===== src/pkg/bfsmc_defs.svh =====
/*
 * Constants of the four-sensor bidirectional muting controller: register offsets, control bit positions,
 * reset values, allowed ranges and timing counts.
 * Assumes a 10 MHz system clock and a register port with 32-bit data.
 */
// Operation
// - time mode: pair within window starts muting
// - pair window expiry stops muting at once
// - exit sensor release ends muting
// - extension time 0..1000 ms, default 0
// - minimum pair separation 0..1000 ms, default 100
// - pair window 1..16 s, default 4
// - muting timeout 10..57600 s, default 600
// - infinite timeout removes duration limit
// - deactivation filter 0..1000 ms, default 0
// - activation filter 0..1000 ms, default 0
// - dynamic teach 500..4000 ms limits zone
// - beam tolerance 0..6 above taught height
// - start-from-top counts zone from top
// - lamp check verifies external indicator lamp
// - level override ends when signals drop
// - edge override continues after signals drop
// - override timeout 1..256 min, default 2
// - automatic restart keeps outputs, resumes monitoring
// - manual restart interlocks until restart signal
// - sequence mode needs strict sensor order
// - simultaneous or wrong order stops muting
// - mute-enable input gates new requests
`ifndef BFSMC_DEFS_SVH
`define BFSMC_DEFS_SVH

// ****************************************
// timing
// ****************************************
`define BFSMC_CLK_PERIOD_NS 100
`define BFSMC_MS_NS         1000000
`define BFSMC_MS_CYCLES     (`BFSMC_MS_NS / `BFSMC_CLK_PERIOD_NS)
`define BFSMC_MS_PER_S      26'h00003E8
`define BFSMC_MS_PER_MIN    26'h000EA60

// ****************************************
// register offsets
// ****************************************
`define BFSMC_REG_CTRL    8'h00
`define BFSMC_REG_T12MIN  8'h04
`define BFSMC_REG_T12MAX  8'h08
`define BFSMC_REG_TDELAY  8'h0C
`define BFSMC_REG_TIMEOUT 8'h10
`define BFSMC_REG_DEACT   8'h14
`define BFSMC_REG_ACT     8'h18
`define BFSMC_REG_TEACH   8'h1C
`define BFSMC_REG_OVRTMO  8'h20
`define BFSMC_REG_STATUS  8'h24
`define BFSMC_REG_TAUGHT  8'h28

// ****************************************
// control bits
// ****************************************
`define BFSMC_CTRL_SEQ     0
`define BFSMC_CTRL_INF     1
`define BFSMC_CTRL_DYN     2
`define BFSMC_CTRL_TOP     3
`define BFSMC_CTRL_LAMP    4
`define BFSMC_CTRL_EDGE    5
`define BFSMC_CTRL_MANUAL  6
`define BFSMC_CTRL_ENUSED  7
`define BFSMC_CTRL_TOL_LSB 8
`define BFSMC_CTRL_RESET   16'h0000

// ****************************************
// ranges and reset values
// ****************************************
`define BFSMC_T12MIN_RST  16'h0064
`define BFSMC_T12MIN_MAX  16'h03E8
`define BFSMC_T12MAX_RST  16'h0004
`define BFSMC_T12MAX_MIN  16'h0001
`define BFSMC_T12MAX_MAX  16'h0010
`define BFSMC_TDELAY_MAX  16'h03E8
`define BFSMC_TMO_RST     16'h0258
`define BFSMC_TMO_MIN     16'h000A
`define BFSMC_TMO_MAX     16'hE100
`define BFSMC_FILT_MAX    16'h03E8
`define BFSMC_TEACH_RST   16'h07D0
`define BFSMC_TEACH_MIN   16'h01F4
`define BFSMC_TEACH_MAX   16'h0FA0
`define BFSMC_OVR_RST     16'h0002
`define BFSMC_OVR_MIN     16'h0001
`define BFSMC_OVR_MAX     16'h0100
`define BFSMC_TOL_MAX     16'h0006
`define BFSMC_ZERO16      16'h0000

// ****************************************
// status bits
// ****************************************
`define BFSMC_ST_WIN    0
`define BFSMC_ST_SEP    1
`define BFSMC_ST_SEQ    2
`define BFSMC_ST_TMO    3
`define BFSMC_ST_LAMP   4
`define BFSMC_ST_MUTE   8
`define BFSMC_ST_DIR    9
`define BFSMC_ST_OVR    10
`define BFSMC_ST_ILOCK  11
`define BFSMC_ST_TAUGHT 12

`endif


===== src/pkg/bfsmc_pkg.sv =====
/*
 * Types of the four-sensor bidirectional muting controller.
 * Assumes bfsmc_defs.svh for the numeric constants.
 */
`default_nettype none

package bfsmc_pkg;
	typedef enum logic [2:0] {MS_IDLE, MS_PAIR, MS_MUTE, MS_DELAY, MS_WAIT_CLR} bfsmc_mute_e;
	typedef enum logic [1:0] {OV_IDLE, OV_RUN, OV_LOCK} bfsmc_ovr_e;
endpackage : bfsmc_pkg

`default_nettype wire


===== src/verilog/bfsmc_core.sv =====
/*
 * Four-sensor bidirectional muting controller with time or sequence monitoring, input filters,
 * dynamic zone teach, lamp check and override handling, configured over a plain register port.
 * Assumes pins arrive asynchronous, beam count comes from logic on i_clock.
 */
// Decided for this implementation: the strobed register port and the register addresses.
`include "bfsmc_defs.svh"
`default_nettype none

module bfsmc_core
	import bfsmc_pkg::*;
#(
	parameter int MS_CYCLES = `BFSMC_MS_CYCLES,
	parameter int BEAMS     = 64
) (
	// clock and reset
	input  wire logic                     i_clock,
	input  wire logic                     i_rst,
	// register port
	input  wire logic [7:0]               i_addr,
	input  wire logic [31:0]              i_wdata,
	input  wire logic                     i_wr,
	input  wire logic                     i_rd,
	output logic      [31:0]              o_rdata,
	// pins
	input  wire logic [3:0]               i_sensor,
	input  wire logic                     i_mute_enable,
	input  wire logic [1:0]               i_override,
	input  wire logic                     i_manual_restart,
	input  wire logic                     i_lamp_sense,
	// beam evaluation
	input  wire logic [$clog2(BEAMS+1)-1:0] i_beams_blocked,
	output logic                          o_muting_active,
	output logic      [$clog2(BEAMS+1)-1:0] o_zone_limit,
	output logic                          o_zone_from_top,
	// override and lamp
	output logic                          o_override_active,
	output logic                          o_interlock,
	output logic                          o_lamp_on
);
	localparam int TW = $clog2(MS_CYCLES + 1);
	localparam int BW = $clog2(BEAMS + 1);

	if (MS_CYCLES < 2 || BEAMS < 7) begin : g_chk
		$error("bfsmc_core: MS_CYCLES must be >= 2 and BEAMS >= 7");
	end

	function automatic logic [15:0] clampv(input logic [31:0] v, input logic [15:0] lo, input logic [15:0] hi);
		if (v < {16'h0000, lo}) begin
			clampv = lo;
		end else if (v > {16'h0000, hi}) begin
			clampv = hi;
		end else begin
			clampv = v[15:0];
		end
	endfunction : clampv

	// ****************************************
	// millisecond tick
	// ****************************************
	logic [TW-1:0] tick_cnt_q;
	wire           tick = (tick_cnt_q == TW'(MS_CYCLES - 1));

	always_ff @(posedge i_clock or posedge i_rst) begin
		if (i_rst) begin
			tick_cnt_q <= '0;
		end else begin
			tick_cnt_q <= tick ? '0 : tick_cnt_q + 1'b1;
		end
	end

	// ****************************************
	// pin synchronisers
	// ****************************************
	logic [8:0] pin_m_q;
	logic [8:0] pin_s_q;

	always_ff @(posedge i_clock or posedge i_rst) begin
		if (i_rst) begin
			pin_m_q <= '0;
			pin_s_q <= '0;
		end else begin
			pin_m_q <= {i_lamp_sense, i_manual_restart, i_override, i_mute_enable, i_sensor};
			pin_s_q <= pin_m_q;
		end
	end

	wire [3:0] sens_raw  = pin_s_q[3:0];
	wire       en_s      = pin_s_q[4];
	wire       ov_both   = &pin_s_q[6:5];
	wire       restart_s = pin_s_q[7];
	wire       lamp_s    = pin_s_q[8];

	// ****************************************
	// configuration registers
	// ****************************************
	logic [15:0] ctrl_q, t12min_q, t12max_q, tdelay_q, tmo_q, deact_q, act_q, teach_q, ovrtmo_q;
	logic [4:0]  sticky_q;
	logic [31:0] rd_mux;

	wire       cfg_seq    = ctrl_q[`BFSMC_CTRL_SEQ];
	wire       cfg_inf    = ctrl_q[`BFSMC_CTRL_INF];
	wire       cfg_dyn    = ctrl_q[`BFSMC_CTRL_DYN];
	wire       cfg_lamp   = ctrl_q[`BFSMC_CTRL_LAMP];
	wire       cfg_edge   = ctrl_q[`BFSMC_CTRL_EDGE];
	wire       cfg_manual = ctrl_q[`BFSMC_CTRL_MANUAL];
	wire       cfg_enused = ctrl_q[`BFSMC_CTRL_ENUSED];
	wire [2:0] cfg_tol    = ctrl_q[`BFSMC_CTRL_TOL_LSB +: 3];
	wire [15:0] tol_wr    = clampv({29'h0, i_wdata[`BFSMC_CTRL_TOL_LSB +: 3]}, `BFSMC_ZERO16, `BFSMC_TOL_MAX);

	always_ff @(posedge i_clock or posedge i_rst) begin
		if (i_rst) begin
			ctrl_q   <= `BFSMC_CTRL_RESET;
			t12min_q <= `BFSMC_T12MIN_RST;
			t12max_q <= `BFSMC_T12MAX_RST;
			tdelay_q <= `BFSMC_ZERO16;
			tmo_q    <= `BFSMC_TMO_RST;
			deact_q  <= `BFSMC_ZERO16;
			act_q    <= `BFSMC_ZERO16;
			teach_q  <= `BFSMC_TEACH_RST;
			ovrtmo_q <= `BFSMC_OVR_RST;
		end else if (i_wr) begin
			if (i_addr == `BFSMC_REG_CTRL) begin
				ctrl_q <= {5'h00, tol_wr[2:0], i_wdata[7:0]};
			end else if (i_addr == `BFSMC_REG_T12MIN) begin
				t12min_q <= clampv(i_wdata, `BFSMC_ZERO16, `BFSMC_T12MIN_MAX);
			end else if (i_addr == `BFSMC_REG_T12MAX) begin
				t12max_q <= clampv(i_wdata, `BFSMC_T12MAX_MIN, `BFSMC_T12MAX_MAX);
			end else if (i_addr == `BFSMC_REG_TDELAY) begin
				tdelay_q <= clampv(i_wdata, `BFSMC_ZERO16, `BFSMC_TDELAY_MAX);
			end else if (i_addr == `BFSMC_REG_TIMEOUT) begin
				tmo_q <= clampv(i_wdata, `BFSMC_TMO_MIN, `BFSMC_TMO_MAX);
			end else if (i_addr == `BFSMC_REG_DEACT) begin
				deact_q <= clampv(i_wdata, `BFSMC_ZERO16, `BFSMC_FILT_MAX);
			end else if (i_addr == `BFSMC_REG_ACT) begin
				act_q <= clampv(i_wdata, `BFSMC_ZERO16, `BFSMC_FILT_MAX);
			end else if (i_addr == `BFSMC_REG_TEACH) begin
				teach_q <= clampv(i_wdata, `BFSMC_TEACH_MIN, `BFSMC_TEACH_MAX);
			end else if (i_addr == `BFSMC_REG_OVRTMO) begin
				ovrtmo_q <= clampv(i_wdata, `BFSMC_OVR_MIN, `BFSMC_OVR_MAX);
			end
		end
	end

	// ****************************************
	// input filters
	// ****************************************
	logic [3:0] sf_q;
	logic [9:0] fcnt_q [4];

	for (genvar g = 0; g < 4; g++) begin : g_filt
		wire [9:0] lim = sens_raw[g] ? act_q[9:0] : deact_q[9:0];
		always_ff @(posedge i_clock or posedge i_rst) begin
			if (i_rst) begin
				sf_q[g]   <= 1'b0;
				fcnt_q[g] <= '0;
			end else if (sens_raw[g] == sf_q[g]) begin
				fcnt_q[g] <= '0;
			end else if (fcnt_q[g] >= lim) begin
				sf_q[g]   <= sens_raw[g];
				fcnt_q[g] <= '0;
			end else if (tick) begin
				fcnt_q[g] <= fcnt_q[g] + 1'b1;
			end
		end
	end

	// ****************************************
	// muting sequencer
	// ****************************************
	bfsmc_mute_e st_q, st_d;
	logic        dir_q, dir_d;
	logic        exit_seen_q;
	logic [25:0] ph_ms_q;
	logic        lamp_on_q;
	// lamp sense lags the drive by the synchroniser; judge only a settled drive
	logic [2:0]  lamp_hist_q;

	// lead, pair partner, exit and last sensor for the current direction
	wire s_lead  = dir_q ? sf_q[3] : sf_q[0];
	wire s_pair  = dir_q ? sf_q[2] : sf_q[1];
	wire s_exit  = dir_q ? sf_q[1] : sf_q[2];
	wire s_last  = dir_q ? sf_q[0] : sf_q[3];
	wire fwd_any = sf_q[0] | sf_q[1];
	wire rev_any = sf_q[2] | sf_q[3];

	wire [25:0] win_ms = 26'(t12max_q[4:0] * `BFSMC_MS_PER_S);
	wire [25:0] tmo_ms = 26'(tmo_q * `BFSMC_MS_PER_S);
	wire        lamp_bad = cfg_lamp & (&lamp_hist_q) & lamp_on_q & ~lamp_s;
	wire        accept   = (~cfg_enused | en_s) & ~lamp_bad;
	wire        ev_win   = (st_q == MS_PAIR) & ~cfg_seq & ~s_pair & (ph_ms_q >= win_ms);
	wire        ev_sep   = (st_q == MS_PAIR) & ~cfg_seq & s_pair & (ph_ms_q < {10'h000, t12min_q});
	wire        ev_tmo   = (st_q == MS_MUTE) & ~cfg_inf & (ph_ms_q >= tmo_ms);
	wire        idle_req = (st_q == MS_IDLE) & accept;
	wire        ev_seq_i = idle_req & cfg_seq & ((sf_q[0] & sf_q[1]) | (sf_q[3] & sf_q[2]) |
	                       ((sf_q[1] | sf_q[2]) & ~sf_q[0] & ~sf_q[3]));
	wire        ev_seq_p = (st_q == MS_PAIR) & cfg_seq & (s_exit | s_last);
	wire        ev_seq_m = (st_q == MS_MUTE) & cfg_seq & s_last & ~exit_seen_q;
	wire        ev_seq   = ev_seq_i | ev_seq_p | ev_seq_m;

	always_comb begin
		st_d  = st_q;
		dir_d = dir_q;
		case (st_q)
			MS_IDLE: begin
				if (ev_seq_i) begin
					st_d = MS_WAIT_CLR;
				end else if (accept && fwd_any != rev_any) begin
					dir_d = rev_any;
					if (cfg_seq) begin
						st_d = MS_PAIR;
					end else if ((sf_q[0] & sf_q[1]) | (sf_q[2] & sf_q[3])) begin
						st_d = (t12min_q == `BFSMC_ZERO16) ? MS_MUTE : MS_WAIT_CLR;
					end else begin
						st_d = MS_PAIR;
					end
				end
			end
			MS_PAIR: begin
				if (ev_seq_p || ev_sep || ev_win) begin
					st_d = MS_WAIT_CLR;
				end else if (s_pair) begin
					st_d = MS_MUTE;
				end else if (!s_lead) begin
					st_d = MS_IDLE;
				end
			end
			MS_MUTE: begin
				if (ev_seq_m || ev_tmo) begin
					st_d = MS_WAIT_CLR;
				end else if (exit_seen_q && !s_exit) begin
					st_d = (tdelay_q == `BFSMC_ZERO16) ? MS_WAIT_CLR : MS_DELAY;
				end
			end
			MS_DELAY: begin
				if (ph_ms_q >= {10'h000, tdelay_q}) begin
					st_d = MS_WAIT_CLR;
				end
			end
			default: begin
				if (sf_q == 4'h0) begin
					st_d = MS_IDLE;
				end
			end
		endcase
	end

	always_ff @(posedge i_clock or posedge i_rst) begin
		if (i_rst) begin
			st_q        <= MS_IDLE;
			dir_q       <= 1'b0;
			exit_seen_q <= 1'b0;
			ph_ms_q     <= '0;
		end else begin
			st_q        <= st_d;
			dir_q       <= dir_d;
			exit_seen_q <= (st_d == MS_MUTE) & (exit_seen_q | ((st_q == MS_MUTE) & s_exit));
			if (st_d != st_q) begin
				ph_ms_q <= '0;
			end else if (tick && !(&ph_ms_q)) begin
				ph_ms_q <= ph_ms_q + 1'b1;
			end
		end
	end

	// ****************************************
	// override
	// ****************************************
	bfsmc_ovr_e  ov_q, ov_d;
	logic        ov_both_q;
	logic        restart_q;
	logic [25:0] ov_ms_q;

	wire [25:0] ov_lim   = 26'(ovrtmo_q[8:0] * `BFSMC_MS_PER_MIN);
	wire        ov_start = ov_both & ~ov_both_q;
	wire        ov_tmo   = ov_ms_q >= ov_lim;
	wire        rst_rise = restart_s & ~restart_q;
	wire        ov_end   = ov_tmo | (~cfg_edge & ~ov_both);

	always_comb begin
		ov_d = ov_q;
		case (ov_q)
			OV_IDLE: begin
				if (ov_start) begin
					ov_d = OV_RUN;
				end
			end
			OV_RUN: begin
				if (ov_end) begin
					ov_d = cfg_manual ? OV_LOCK : OV_IDLE;
				end
			end
			default: begin
				if (rst_rise) begin
					ov_d = OV_IDLE;
				end
			end
		endcase
	end

	always_ff @(posedge i_clock or posedge i_rst) begin
		if (i_rst) begin
			ov_q      <= OV_IDLE;
			ov_both_q <= 1'b0;
			restart_q <= 1'b0;
			ov_ms_q   <= '0;
		end else begin
			ov_q      <= ov_d;
			ov_both_q <= ov_both;
			restart_q <= restart_s;
			if (ov_q != OV_RUN) begin
				ov_ms_q <= '0;
			end else if (tick) begin
				ov_ms_q <= ov_ms_q + 1'b1;
			end
		end
	end

	// ****************************************
	// dynamic zone teach
	// ****************************************
	logic [11:0] teach_ms_q;
	logic [BW-1:0] taught_q;
	logic        taught_done_q;

	wire           mute_d   = (st_d == MS_MUTE) | (st_d == MS_DELAY) | (ov_d == OV_RUN);
	wire [BW:0]    zone_sum = {1'b0, taught_q} + (BW + 1)'(cfg_tol);
	wire [BW-1:0]  zone_d   = (!cfg_dyn || !taught_done_q) ? BW'(BEAMS) :
	                          (zone_sum > (BW + 1)'(BEAMS)) ? BW'(BEAMS) : zone_sum[BW-1:0];

	always_ff @(posedge i_clock or posedge i_rst) begin
		if (i_rst) begin
			teach_ms_q    <= '0;
			taught_q      <= '0;
			taught_done_q <= 1'b0;
		end else if (!o_muting_active) begin
			teach_ms_q    <= '0;
			taught_q      <= '0;
			taught_done_q <= 1'b0;
		end else if (!taught_done_q) begin
			taught_q <= (i_beams_blocked > taught_q) ? i_beams_blocked : taught_q;
			if (teach_ms_q >= teach_q[11:0]) begin
				taught_done_q <= 1'b1;
			end else if (tick) begin
				teach_ms_q <= teach_ms_q + 1'b1;
			end
		end
	end

	// ****************************************
	// outputs and status
	// ****************************************
	wire [4:0] st_set = {lamp_bad, ev_tmo, ev_seq, ev_sep, ev_win};
	wire [4:0] st_clr = (i_wr && i_addr == `BFSMC_REG_STATUS) ? i_wdata[4:0] : 5'h00;

	always_ff @(posedge i_clock or posedge i_rst) begin
		if (i_rst) begin
			o_muting_active   <= 1'b0;
			o_zone_limit      <= '0;
			o_zone_from_top   <= 1'b0;
			o_override_active <= 1'b0;
			o_interlock       <= 1'b0;
			lamp_on_q         <= 1'b0;
			lamp_hist_q       <= 3'h0;
			sticky_q          <= '0;
			o_rdata           <= '0;
		end else begin
			o_muting_active   <= mute_d;
			o_zone_limit      <= zone_d;
			o_zone_from_top   <= ctrl_q[`BFSMC_CTRL_TOP];
			o_override_active <= (ov_d == OV_RUN);
			o_interlock       <= (ov_d == OV_LOCK);
			lamp_on_q         <= mute_d;
			lamp_hist_q       <= {lamp_hist_q[1:0], lamp_on_q};
			sticky_q          <= (sticky_q & ~st_clr) | st_set;
			o_rdata           <= i_rd ? rd_mux : 32'h0000_0000;
		end
	end

	assign o_lamp_on = lamp_on_q;

	always_comb begin
		if (i_addr == `BFSMC_REG_CTRL) begin
			rd_mux = {16'h0000, ctrl_q};
		end else if (i_addr == `BFSMC_REG_T12MIN) begin
			rd_mux = {16'h0000, t12min_q};
		end else if (i_addr == `BFSMC_REG_T12MAX) begin
			rd_mux = {16'h0000, t12max_q};
		end else if (i_addr == `BFSMC_REG_TDELAY) begin
			rd_mux = {16'h0000, tdelay_q};
		end else if (i_addr == `BFSMC_REG_TIMEOUT) begin
			rd_mux = {16'h0000, tmo_q};
		end else if (i_addr == `BFSMC_REG_DEACT) begin
			rd_mux = {16'h0000, deact_q};
		end else if (i_addr == `BFSMC_REG_ACT) begin
			rd_mux = {16'h0000, act_q};
		end else if (i_addr == `BFSMC_REG_TEACH) begin
			rd_mux = {16'h0000, teach_q};
		end else if (i_addr == `BFSMC_REG_OVRTMO) begin
			rd_mux = {16'h0000, ovrtmo_q};
		end else if (i_addr == `BFSMC_REG_STATUS) begin
			rd_mux = {19'h00000, taught_done_q, o_interlock, o_override_active, dir_q, o_muting_active,
			          3'h0, sticky_q};
		end else if (i_addr == `BFSMC_REG_TAUGHT) begin
			rd_mux = 32'(taught_q);
		end else begin
			rd_mux = 32'h0000_0000;
		end
	end
endmodule : bfsmc_core

`default_nettype wire

===== config.mk =====
export PLATFORM = sky130hd
export DESIGN_NAME = bfsmc_core
export DESIGN_NICKNAME = d
export VERILOG_FILES = /design/src/pkg/bfsmc_pkg.sv /design/src/verilog/bfsmc_core.sv
export VERILOG_INCLUDE_DIRS = /design/src /design/src/pkg
export SDC_FILE = /design/constraint.sdc
export NUM_CORES = 1
export LEC_CHECK = 0
export ABC_CLOCK_PERIOD_IN_PS = 11530
export CAP_MARGIN = 20
export CORE_MARGIN = 1.5
export CORE_UTILIZATION = 40
export CTS_CLUSTER_DIAMETER = 40
export DETAILED_ROUTE_END_ITERATION = 10
export DONT_BUFFER_PORTS = 1
export PLACE_DENSITY_LB_ADDON = 0.2
export SLEW_MARGIN = 30
export SYNTH_ARGS = -nofsm -noshare
export SYNTH_HDL_FRONTEND = slang
export SYNTH_SLANG_ARGS = --single-unit

===== constraint.sdc =====
create_clock -name i_clock -period 11.53 [get_ports i_clock]
set_input_delay 1.153 -clock i_clock [delete_from_list [all_inputs] [get_ports i_clock]]
set_output_delay 1.153 -clock i_clock [all_outputs]
set_load 0.01 [all_outputs]

==> results of run 1 <==
[synthesized netlist by cell type, types with 51 or more instances]
cell,n,area (um^2)
a21oi_1,105,525.5
xor2_1,65,569.3
dfrtp_1,316,7908
a21o_1,54,405.4
nor2_1,173,649.4
mux2i_1,51,510.5
nand3_1,71,355.3
clkbuf_1,54,202.7
xnor2_1,75,656.9
ha_1,288,3603
nand2_1,186,698.2
inv_1,253,949.7
o21ai_0,118,590.6
fa_1,93,1862
[worst paths after layout]
check | depth (start not counted) | end | from | slack (ns)
max in group asynchronous | 3 | o_zone_limit[2] | i_rst | 9.01
hold reg to reg | 0 | pin_s_q[7] | pin_m_q[7] | 0.34
min in group asynchronous | 1 | pin_m_q[6] | i_rst | 0.43
hold / removal | 0 | pin_s_q[7] | pin_m_q[7] | 0.34
setup reg to reg | 24 | ph_ms_q[24] | tmo_q[6] | 4.54
setup / recovery | 24 | ph_ms_q[24] | tmo_q[6] | 4.54
[registers in the layout (all words and copies together) (netlist names), 11 cells and up]
register and cells:
ov_ms_q 26, act_q 16, fcnt_q 40, teach_ms_q 12
tdelay_q 16, tmo_q 16, tick_cnt_q 14, t12min_q 16
ovrtmo_q 16, ctrl_q 11, teach_q 16, o_rdata 16
deact_q 16, ph_ms_q 26, t12max_q 16
[power groups by stage]
| stage | logic [W] | registers [W] | clock network [W] |
|---|---|---|---|
| floorplan | 0.000623 | 0.00126 | 0 |
| global placement | 0.000712 | 0.00132 | 0 |
| detailed placement | 0.000735 | 0.00132 | 0 |
| CTS | 0.000740 | 0.00130 | 0.00191 |
| global route | 0.000867 | 0.00131 | 0.00197 |
| finish | 0.000761 | 0.00131 | 0.00188 |
[area by class of cell]
type / instances / area, um^2
Antenna cell: 1 / 2.502
Timing Repair Buffer: 18 / 162.7
Clock buffer: 71 / 1614
Fill cell: 5636 / 32160
Inverter: 253 / 962.2
Tap cell: 773 / 967.2
Multi-Input combinational cell: 1837 / 14490
Clock inverter: 43 / 573.1
Sequential cell: 331 / 8302
[routing by layer]
metal | up-vias | share of wire | global-route usage
met5 | - | 0.00018 | 0
met4 | 2 | 0.030 | 0.07502
met3 | 128 | 0.066 | 0.05129
met2 | 509 | 0.46 | 0.3651
met1 | 9289 | 0.44 | 0.3113
li1 | 8738 | - | -
[logic make-up (layout without fill, tap and decap cells)]
logic type               count (synthesis)  in the layout  share of synthesized area
AO/OA/AOI/OAI                          487            487                     0.1339
XOR/XNOR                               140            140                    0.05090
adder cells (fa/ha/maj)                381            381                     0.2269
buffers and inverters                  338            385                    0.05657
flip-flops                             331            331                     0.3446
multiplexers                            69             69                    0.02992
other                                    1             17                  0.0001557
AND/OR/NAND/NOR                        744            744                     0.1570
[cells in the final DEF (no fill, tap or decap), drive strengths merged, types with 9 or more instances in the layout]
master,n
clkinvlp,10
a211oi,9
clkinv,12
and2,45
a22o,28
nor4,29
buf,18
nor2b,20
a22oi,34
nor3,29
inv,267
a31oi,31
nand4,49
a21o,54
nand2,186
a221oi,11
o21ai,120
dfrtp,316
nand3,71
mux2,18
xor2,65
ha,288
and4,10
clkbuf,71
o21a,9
a21oi,105
fa,93
conb,16
nand2b,35
or3,18
mux2i,51
o211ai,15
and3,22
dfstp,15
nor2,193
xnor2,75
[per-stage QoR]
step / setup WS, ns / area [um^2]
4_1_cts: 4.280 / 27030
5_1_grt: 4.140 / 27070
3_3_place_gp: 4.518 / 24830
6_report: 4.537 / 27080
2_1_floorplan: 1.234 / 24140
3_5_place_dp: 4.380 / 24840
[worst max-delay path, cell delays in order, from the launching register on]
cell and delay (ns):
dfstp_2 0.57, inv_1 0.16, fa_1 0.59, fa_1 0.44, fa_1 0.51, inv_1 0.05
fa_1 0.45, ha_1 0.38, and2_1 0.21, a311oi_1 0.31, a31o_2 0.22, a21oi_1 0.11
a21o_1 0.20, a21oi_1 0.16, xor2_1 0.19, ha_1 0.27, a21o_1 0.18, a211o_1 0.30
a31oi_1 0.16, nor3_1 0.06, a21boi_1 0.21, nor3_1 0.41, o2111ai_4 0.33, buf_16 0.28
nor2_1 0.11
==> metrics.md, run 1 <==
| Metric | Value |
|---|---|
| Fin nets | just under 3000 |
| # port buffers | 0 |
| Drt drc | 8 |
| Ys async rst share | 1.000 |
| Die width | between 200 and 250 um |
| Wire per inst | about 21 um |
| Hpwl dp | roughly 54 mm |
| Total chip power | 0.003949 W |
| Fin cells | 3327 |
| Tmin final | roughly 7.0 ns |
| Max Fanout on Critical Path | 19 |
| Maximum root-to-sink buffer count | 3 |
| Placed cells | 3211 |
| Peak Freq | between 100 and 150 MHz |
| IO Pins | between 100 and 150 |
| Mapped Cells | around 2500 |
| GRT Total Usage | 0.2301 |
| Vias | 18670 |
| Sum Neg Setup Slack | 0 ns |
| Internal Power | around 0.0027 W |
| Vias in the first global route | 18780 |
| WP data required | around 12 ns |
| CP Class | flop to flop |
| Ys flop type | dfrtp_1 |
| Outcome | complete, but fails checks |
| TritonCTS clock tree | yes |
| Core Rows | just under 90 |
| Die height | between 200 and 250 um |
| Global-route wire length before repair | approximately 110 mm |
| Worst Skew | around 0.060 ns |
| Element type at the critical path start | flop |
| Sequential Power Share | 0.331 |
| Final setup viols | 0 |
| Max Cap Viol | 0 |
| Pleak | about 13 nW |
| Fin Hold WS | between 0.3 and 0.4 ns |
| Netlist cell types | 85 |
| Fin. Hold Viols | 0 |
| Max Slew Vio Count | 0 |
| Synth Register Bits | 331 |
| Area Overhead vs Synth | 12.41% |
| Setup Fix Bufs, Post-CTS | 0 |
| Vias per std cell | ~5.6 |
| Overflow after GRT | 0 |
| Max_slew headroom | 0.4227 |
| Switch share | 0.3151 |
| Pwr dens | ~150 mW/mm^2 |
| DRT antenna net count | 0 |
| Layout cells sized above 1 | 0.08382 |
| Worst slew pin tran | roughly 0.86 ns |
| GPL Wtd Cong | 0.9146 |
| Combinational share of power | 0.193 |
| Net switching power of the design | roughly 0.0012 W |
| DIE AREA | between 0.06 and 0.07 mm^2 |
| Post-Syn Area per Cell | roughly 9.7 um^2 |
| Synthesized area | ~0.024 mm^2 |
| Clk_lat worst skew | 0.67 ns |
| Worst-path clk slew | roughly 0.06 ns |
| Period utilization | 0.6065 |
| Syn. warnings | 0 |
| Largest net degree at the start of global routing | between 100 and 150 |
| Post-CTS Hold Fix Bufs | 0 |
| Clock buffer count from CTS | 61 |
| Register area share after synthesis | 0.3446 |
| Htree depth | 2 |
| Post-synth EDFFs | 0 |
| Pre-Repair DR Iteration Count | 9 |
| Clock Tree Root | clkbuf_16 |
| Critical Path End Type | flop |
| Hold WC Path Type | flop to flop |
| # clock sinks | around 330 |
| CORE AREA | 0.05924 mm^2 |
| Initial core utilization | 0.4066 |
| Failing checks | DRC |
| Layout Utilization | 0.4571 |
| Initial antenna violation count | 1 |
| Clock power share | 0.476 |
| Critical Path AT | between 7 and 8 ns |
| VDD IR max | between 0.1 and 0.15 mV |
| Post-Route WL | roughly 70 mm |
| Drt initial violations | between 1500 and 2000 |
| RSZ-0062 raised after global routing | no |
| Post-CTS resize count | 0 |
Note: power is estimated with default switching activity, not from simulation.
==> inputs of run 2 (changes only) <==
--- a/config.mk
+++ b/config.mk
@@ -6,7 +6,7 @@
 export SDC_FILE = /design/constraint.sdc
 export NUM_CORES = 1
 export LEC_CHECK = 0
-export ABC_CLOCK_PERIOD_IN_PS = 11530
+export ABC_CLOCK_PERIOD_IN_PS = 5900
 export CAP_MARGIN = 20
 export CORE_MARGIN = 1.5
 export CORE_UTILIZATION = 40
==> constraint.sdc (replaced) <==
create_clock -name i_clock -period 5.9 [get_ports i_clock]
set_input_delay 0.59 -clock i_clock [delete_from_list [all_inputs] [get_ports i_clock]]
set_output_delay 0.59 -clock i_clock [all_outputs]
set_load 0.01 [all_outputs]
==> metrics.md, run 2 (synthesis gave the netlist of run 1 again) <==
| Metric | Value |
|---|---|
| Most common cell after layout, fill and taps aside | dfrtp_1 |
| Drt initial violations | ~1600 |
| Final setup viols | 30 |
| Most frequent cells in the layout | dfrtp_1, ha_1, inv_1 |
| Fin cells | between 3000 and 4000 |
| TritonCTS clock tree | yes |
| Failing checks | DRC, setup timing |
| # port buffers | 0 |
| Overflow after GRT | 0 |
| Placed cells | between 3000 and 4000 |
| Layout filler cell count | ~5500 |
| Fin Hold WS | between 0.03 and 0.04 ns |
| Htree depth | 3 |
| IO Pins | roughly 100 |
| Worst slew pin tran | roughly 0.98 ns |
| RSZ-0062 raised after global routing | yes |
| VDD IR max | around 0.24 mV |
| Fin. Hold Viols | 0 |
| GRT Total Usage | 0.2344 |
| CP Class | flop to flop |
| Critical Path AT | 6.62 ns |
| Total chip power | 0.008397 W |
| Reg-to-Reg End | ph_ms_q[21] |
| Die height | approximately 250 um |
| Drt drc | 8 |
| Tmin final | 6.137 ns |
| Uppermost layer routed | met5 |
| Global-route wire length before repair | about 110 mm |
| Pleak | between 10 and 15 nW |
| Critical Path Most Common Cell | fa_1 |
| Placed Area | around 0.026 mm^2 |
| Initial core utilization | 0.4066 |
| Critical path's largest stage delay | 0.56 ns |
| Die width | roughly 250 um |
| Critical Path End Type | flop |
| Max_slew headroom | 0.3454 |
| Max Fanout on Critical Path | 6 |
| Core Rows | 89 |
| Max Cap Viol | 0 |
| Pre-Repair DR Iteration Count | 11 |
| Area of the multi-input gates | approximately 0.015 mm^2 |
| Period utilization | 1.040 |
| Biggest register | fcnt_q |
| Worst Skew | ~0.027 ns |
| DIE AREA | 0.06170 mm^2 |
| GPL Wtd Cong | about 1 |
| Largest regs | fcnt_q (40), ov_ms_q (26), ph_ms_q (26) |
| Max FFs per register | 40 |
| WL met3 | 5.583 mm |
| WP data required | about 6.4 ns |
| Worst-path clk slew | 0.05 ns |
| Fin nets | about 3000 |
| Clk_lat worst skew | 0.60 ns |
| Worst R2R Start | tmo_q[4] |
| Element type at the critical path start | flop |
| Register area | approximately 0.0083 mm^2 |
| Initial antenna violation count | 4 |
| Worst Hold Path EP | pin_m_q[4] |
| DRT antenna net count | 0 |
| Vias in the first global route | about 20000 |
| Hpwl dp | about 55 mm |
| Largest net degree at the start of global routing | 100 |
| # clock sinks | between 300 and 400 |
| Hold Path Depth | 0 |
| Metal-1 WL | 31.26 mm |
| CORE AREA | 0.05924 mm^2 |
| Routed met2 length | around 32 mm |
| Post-Route WL | roughly 70 mm |
| Final Cell Area | approximately 0.029 mm^2 |
| Maximum root-to-sink buffer count | 3 |
| Vias per std cell | 5.602 |
| Hold_sp | i_mute_enable |
| Cell with the largest stage delay on the worst path | fa_1 |
| Peak Freq | about 160 MHz |
| Flop2flop setup slack | -0.24 ns |
| Clock buffer count from CTS | 66 |
| Hold WC Path Type | input pin to flop |
| Max Slew Vio Count | 0 |
| Vias | 19350 |
| Clock Tree Root | clkbuf_16 |
| Wire per inst | approximately 21 um |
| Layout cells sized above 1 | 0.1444 |
| Worst Slack Setup Final | -0.2374 ns |
| Area Overhead vs Synth | 18.68% |
| Outcome | complete, but fails checks |
| Pwr dens | 293.7 mW/mm^2 |
| Worst R2R Path Depth | 30 |
run 2: cell types whose count changed in the layout (fill, tap and decap cells not counted), moves of 8 or more:
cell / change
dlygate4sd3_1: +8
ha_4: +12
ha_1: -12
a21oi_2: +9
a21oi_1: -11
buf_4: +106
run 2: report_power, final:
group / switching, W / total, W / internal [W]
Combinational: 0.00103 / 0.00202 / 0.000989
Sequential: 0.000182 / 0.00255 / 0.00237
Clock: 0.00139 / 0.00383 / 0.00244
Total: 0.00260 / 0.00840 / 0.00579
run 2: per-stage QoR:
step | setup WS (ns) | setup TNS [ns] | util
finish | -0.2374 | -6.018 | 0.4826
global route | -0.4590 | -13.16 | 0.4825
CTS | -0.2588 | -6.591 | 0.4782
detailed placement | -0.3847 | -10.17 | 0.4341
global placement | -0.1957 | -4.934 | 0.4336
floorplan | 0.001672 | 0 | -
run 2: how the worst max path moves through the flow:
stage | startpoint | to | slack (ns) | depth (start not counted)
finish | tmo_q[4] | ph_ms_q[21] | -0.24 | 30
global route | tmo_q[4] | ph_ms_q[21] | -0.46 | 30
CTS | tmo_q[3] | ph_ms_q[15] | -0.26 | 28
detailed placement | tmo_q[4] | ph_ms_q[23] | -0.38 | 25
global placement | tmo_q[2] | ph_ms_q[22] | -0.20 | 26
floorplan | tmo_q[6] | ph_ms_q[11] | 0.002 | 24
run 2: worst max-delay path, delay by kind of cell (launching register included):
family          cells  cell delay [ns]
compound gates     12             1.85
xor+xnor            1             0.13
fa+ha+maj           6             2.34
buf+inv             7             0.84
flops               1             0.53
simple gates        4             0.32
run 2: layout make-up:
| class | instances | share of cell area |
|---|---|---|
| sequential | 331 | 0.2906 |
| inverter | 253 | 0.03353 |
| timing repair buffer | 139 | 0.04145 |
| antenna | 1 | 0.00008754 |
| multi-input combinational | 1837 | 0.5204 |
| clock inverter | 44 | 0.01921 |
| tap | 773 | 0.03383 |
| clock buffer | 76 | 0.06088 |
run 2: repair_timing:
action | 4_1_cts | 5_1_grt
gates resized for setup | 26 | 38
setup endpoints to repair | 35 | 36
pin swaps | 34 | 52
setup buffers | 9 | 7
endpoints found under the hold margin | 26 | 0
gates cloned | 2 | 0
hold buffers | 8 | 0
run 2: metal layers:
metal,up-vias,GRT usage
li1,8990,-
met1,9498,0.3122
met2,690,0.3644
met3,169,0.05129
met4,4,0.1073
met5,-,0
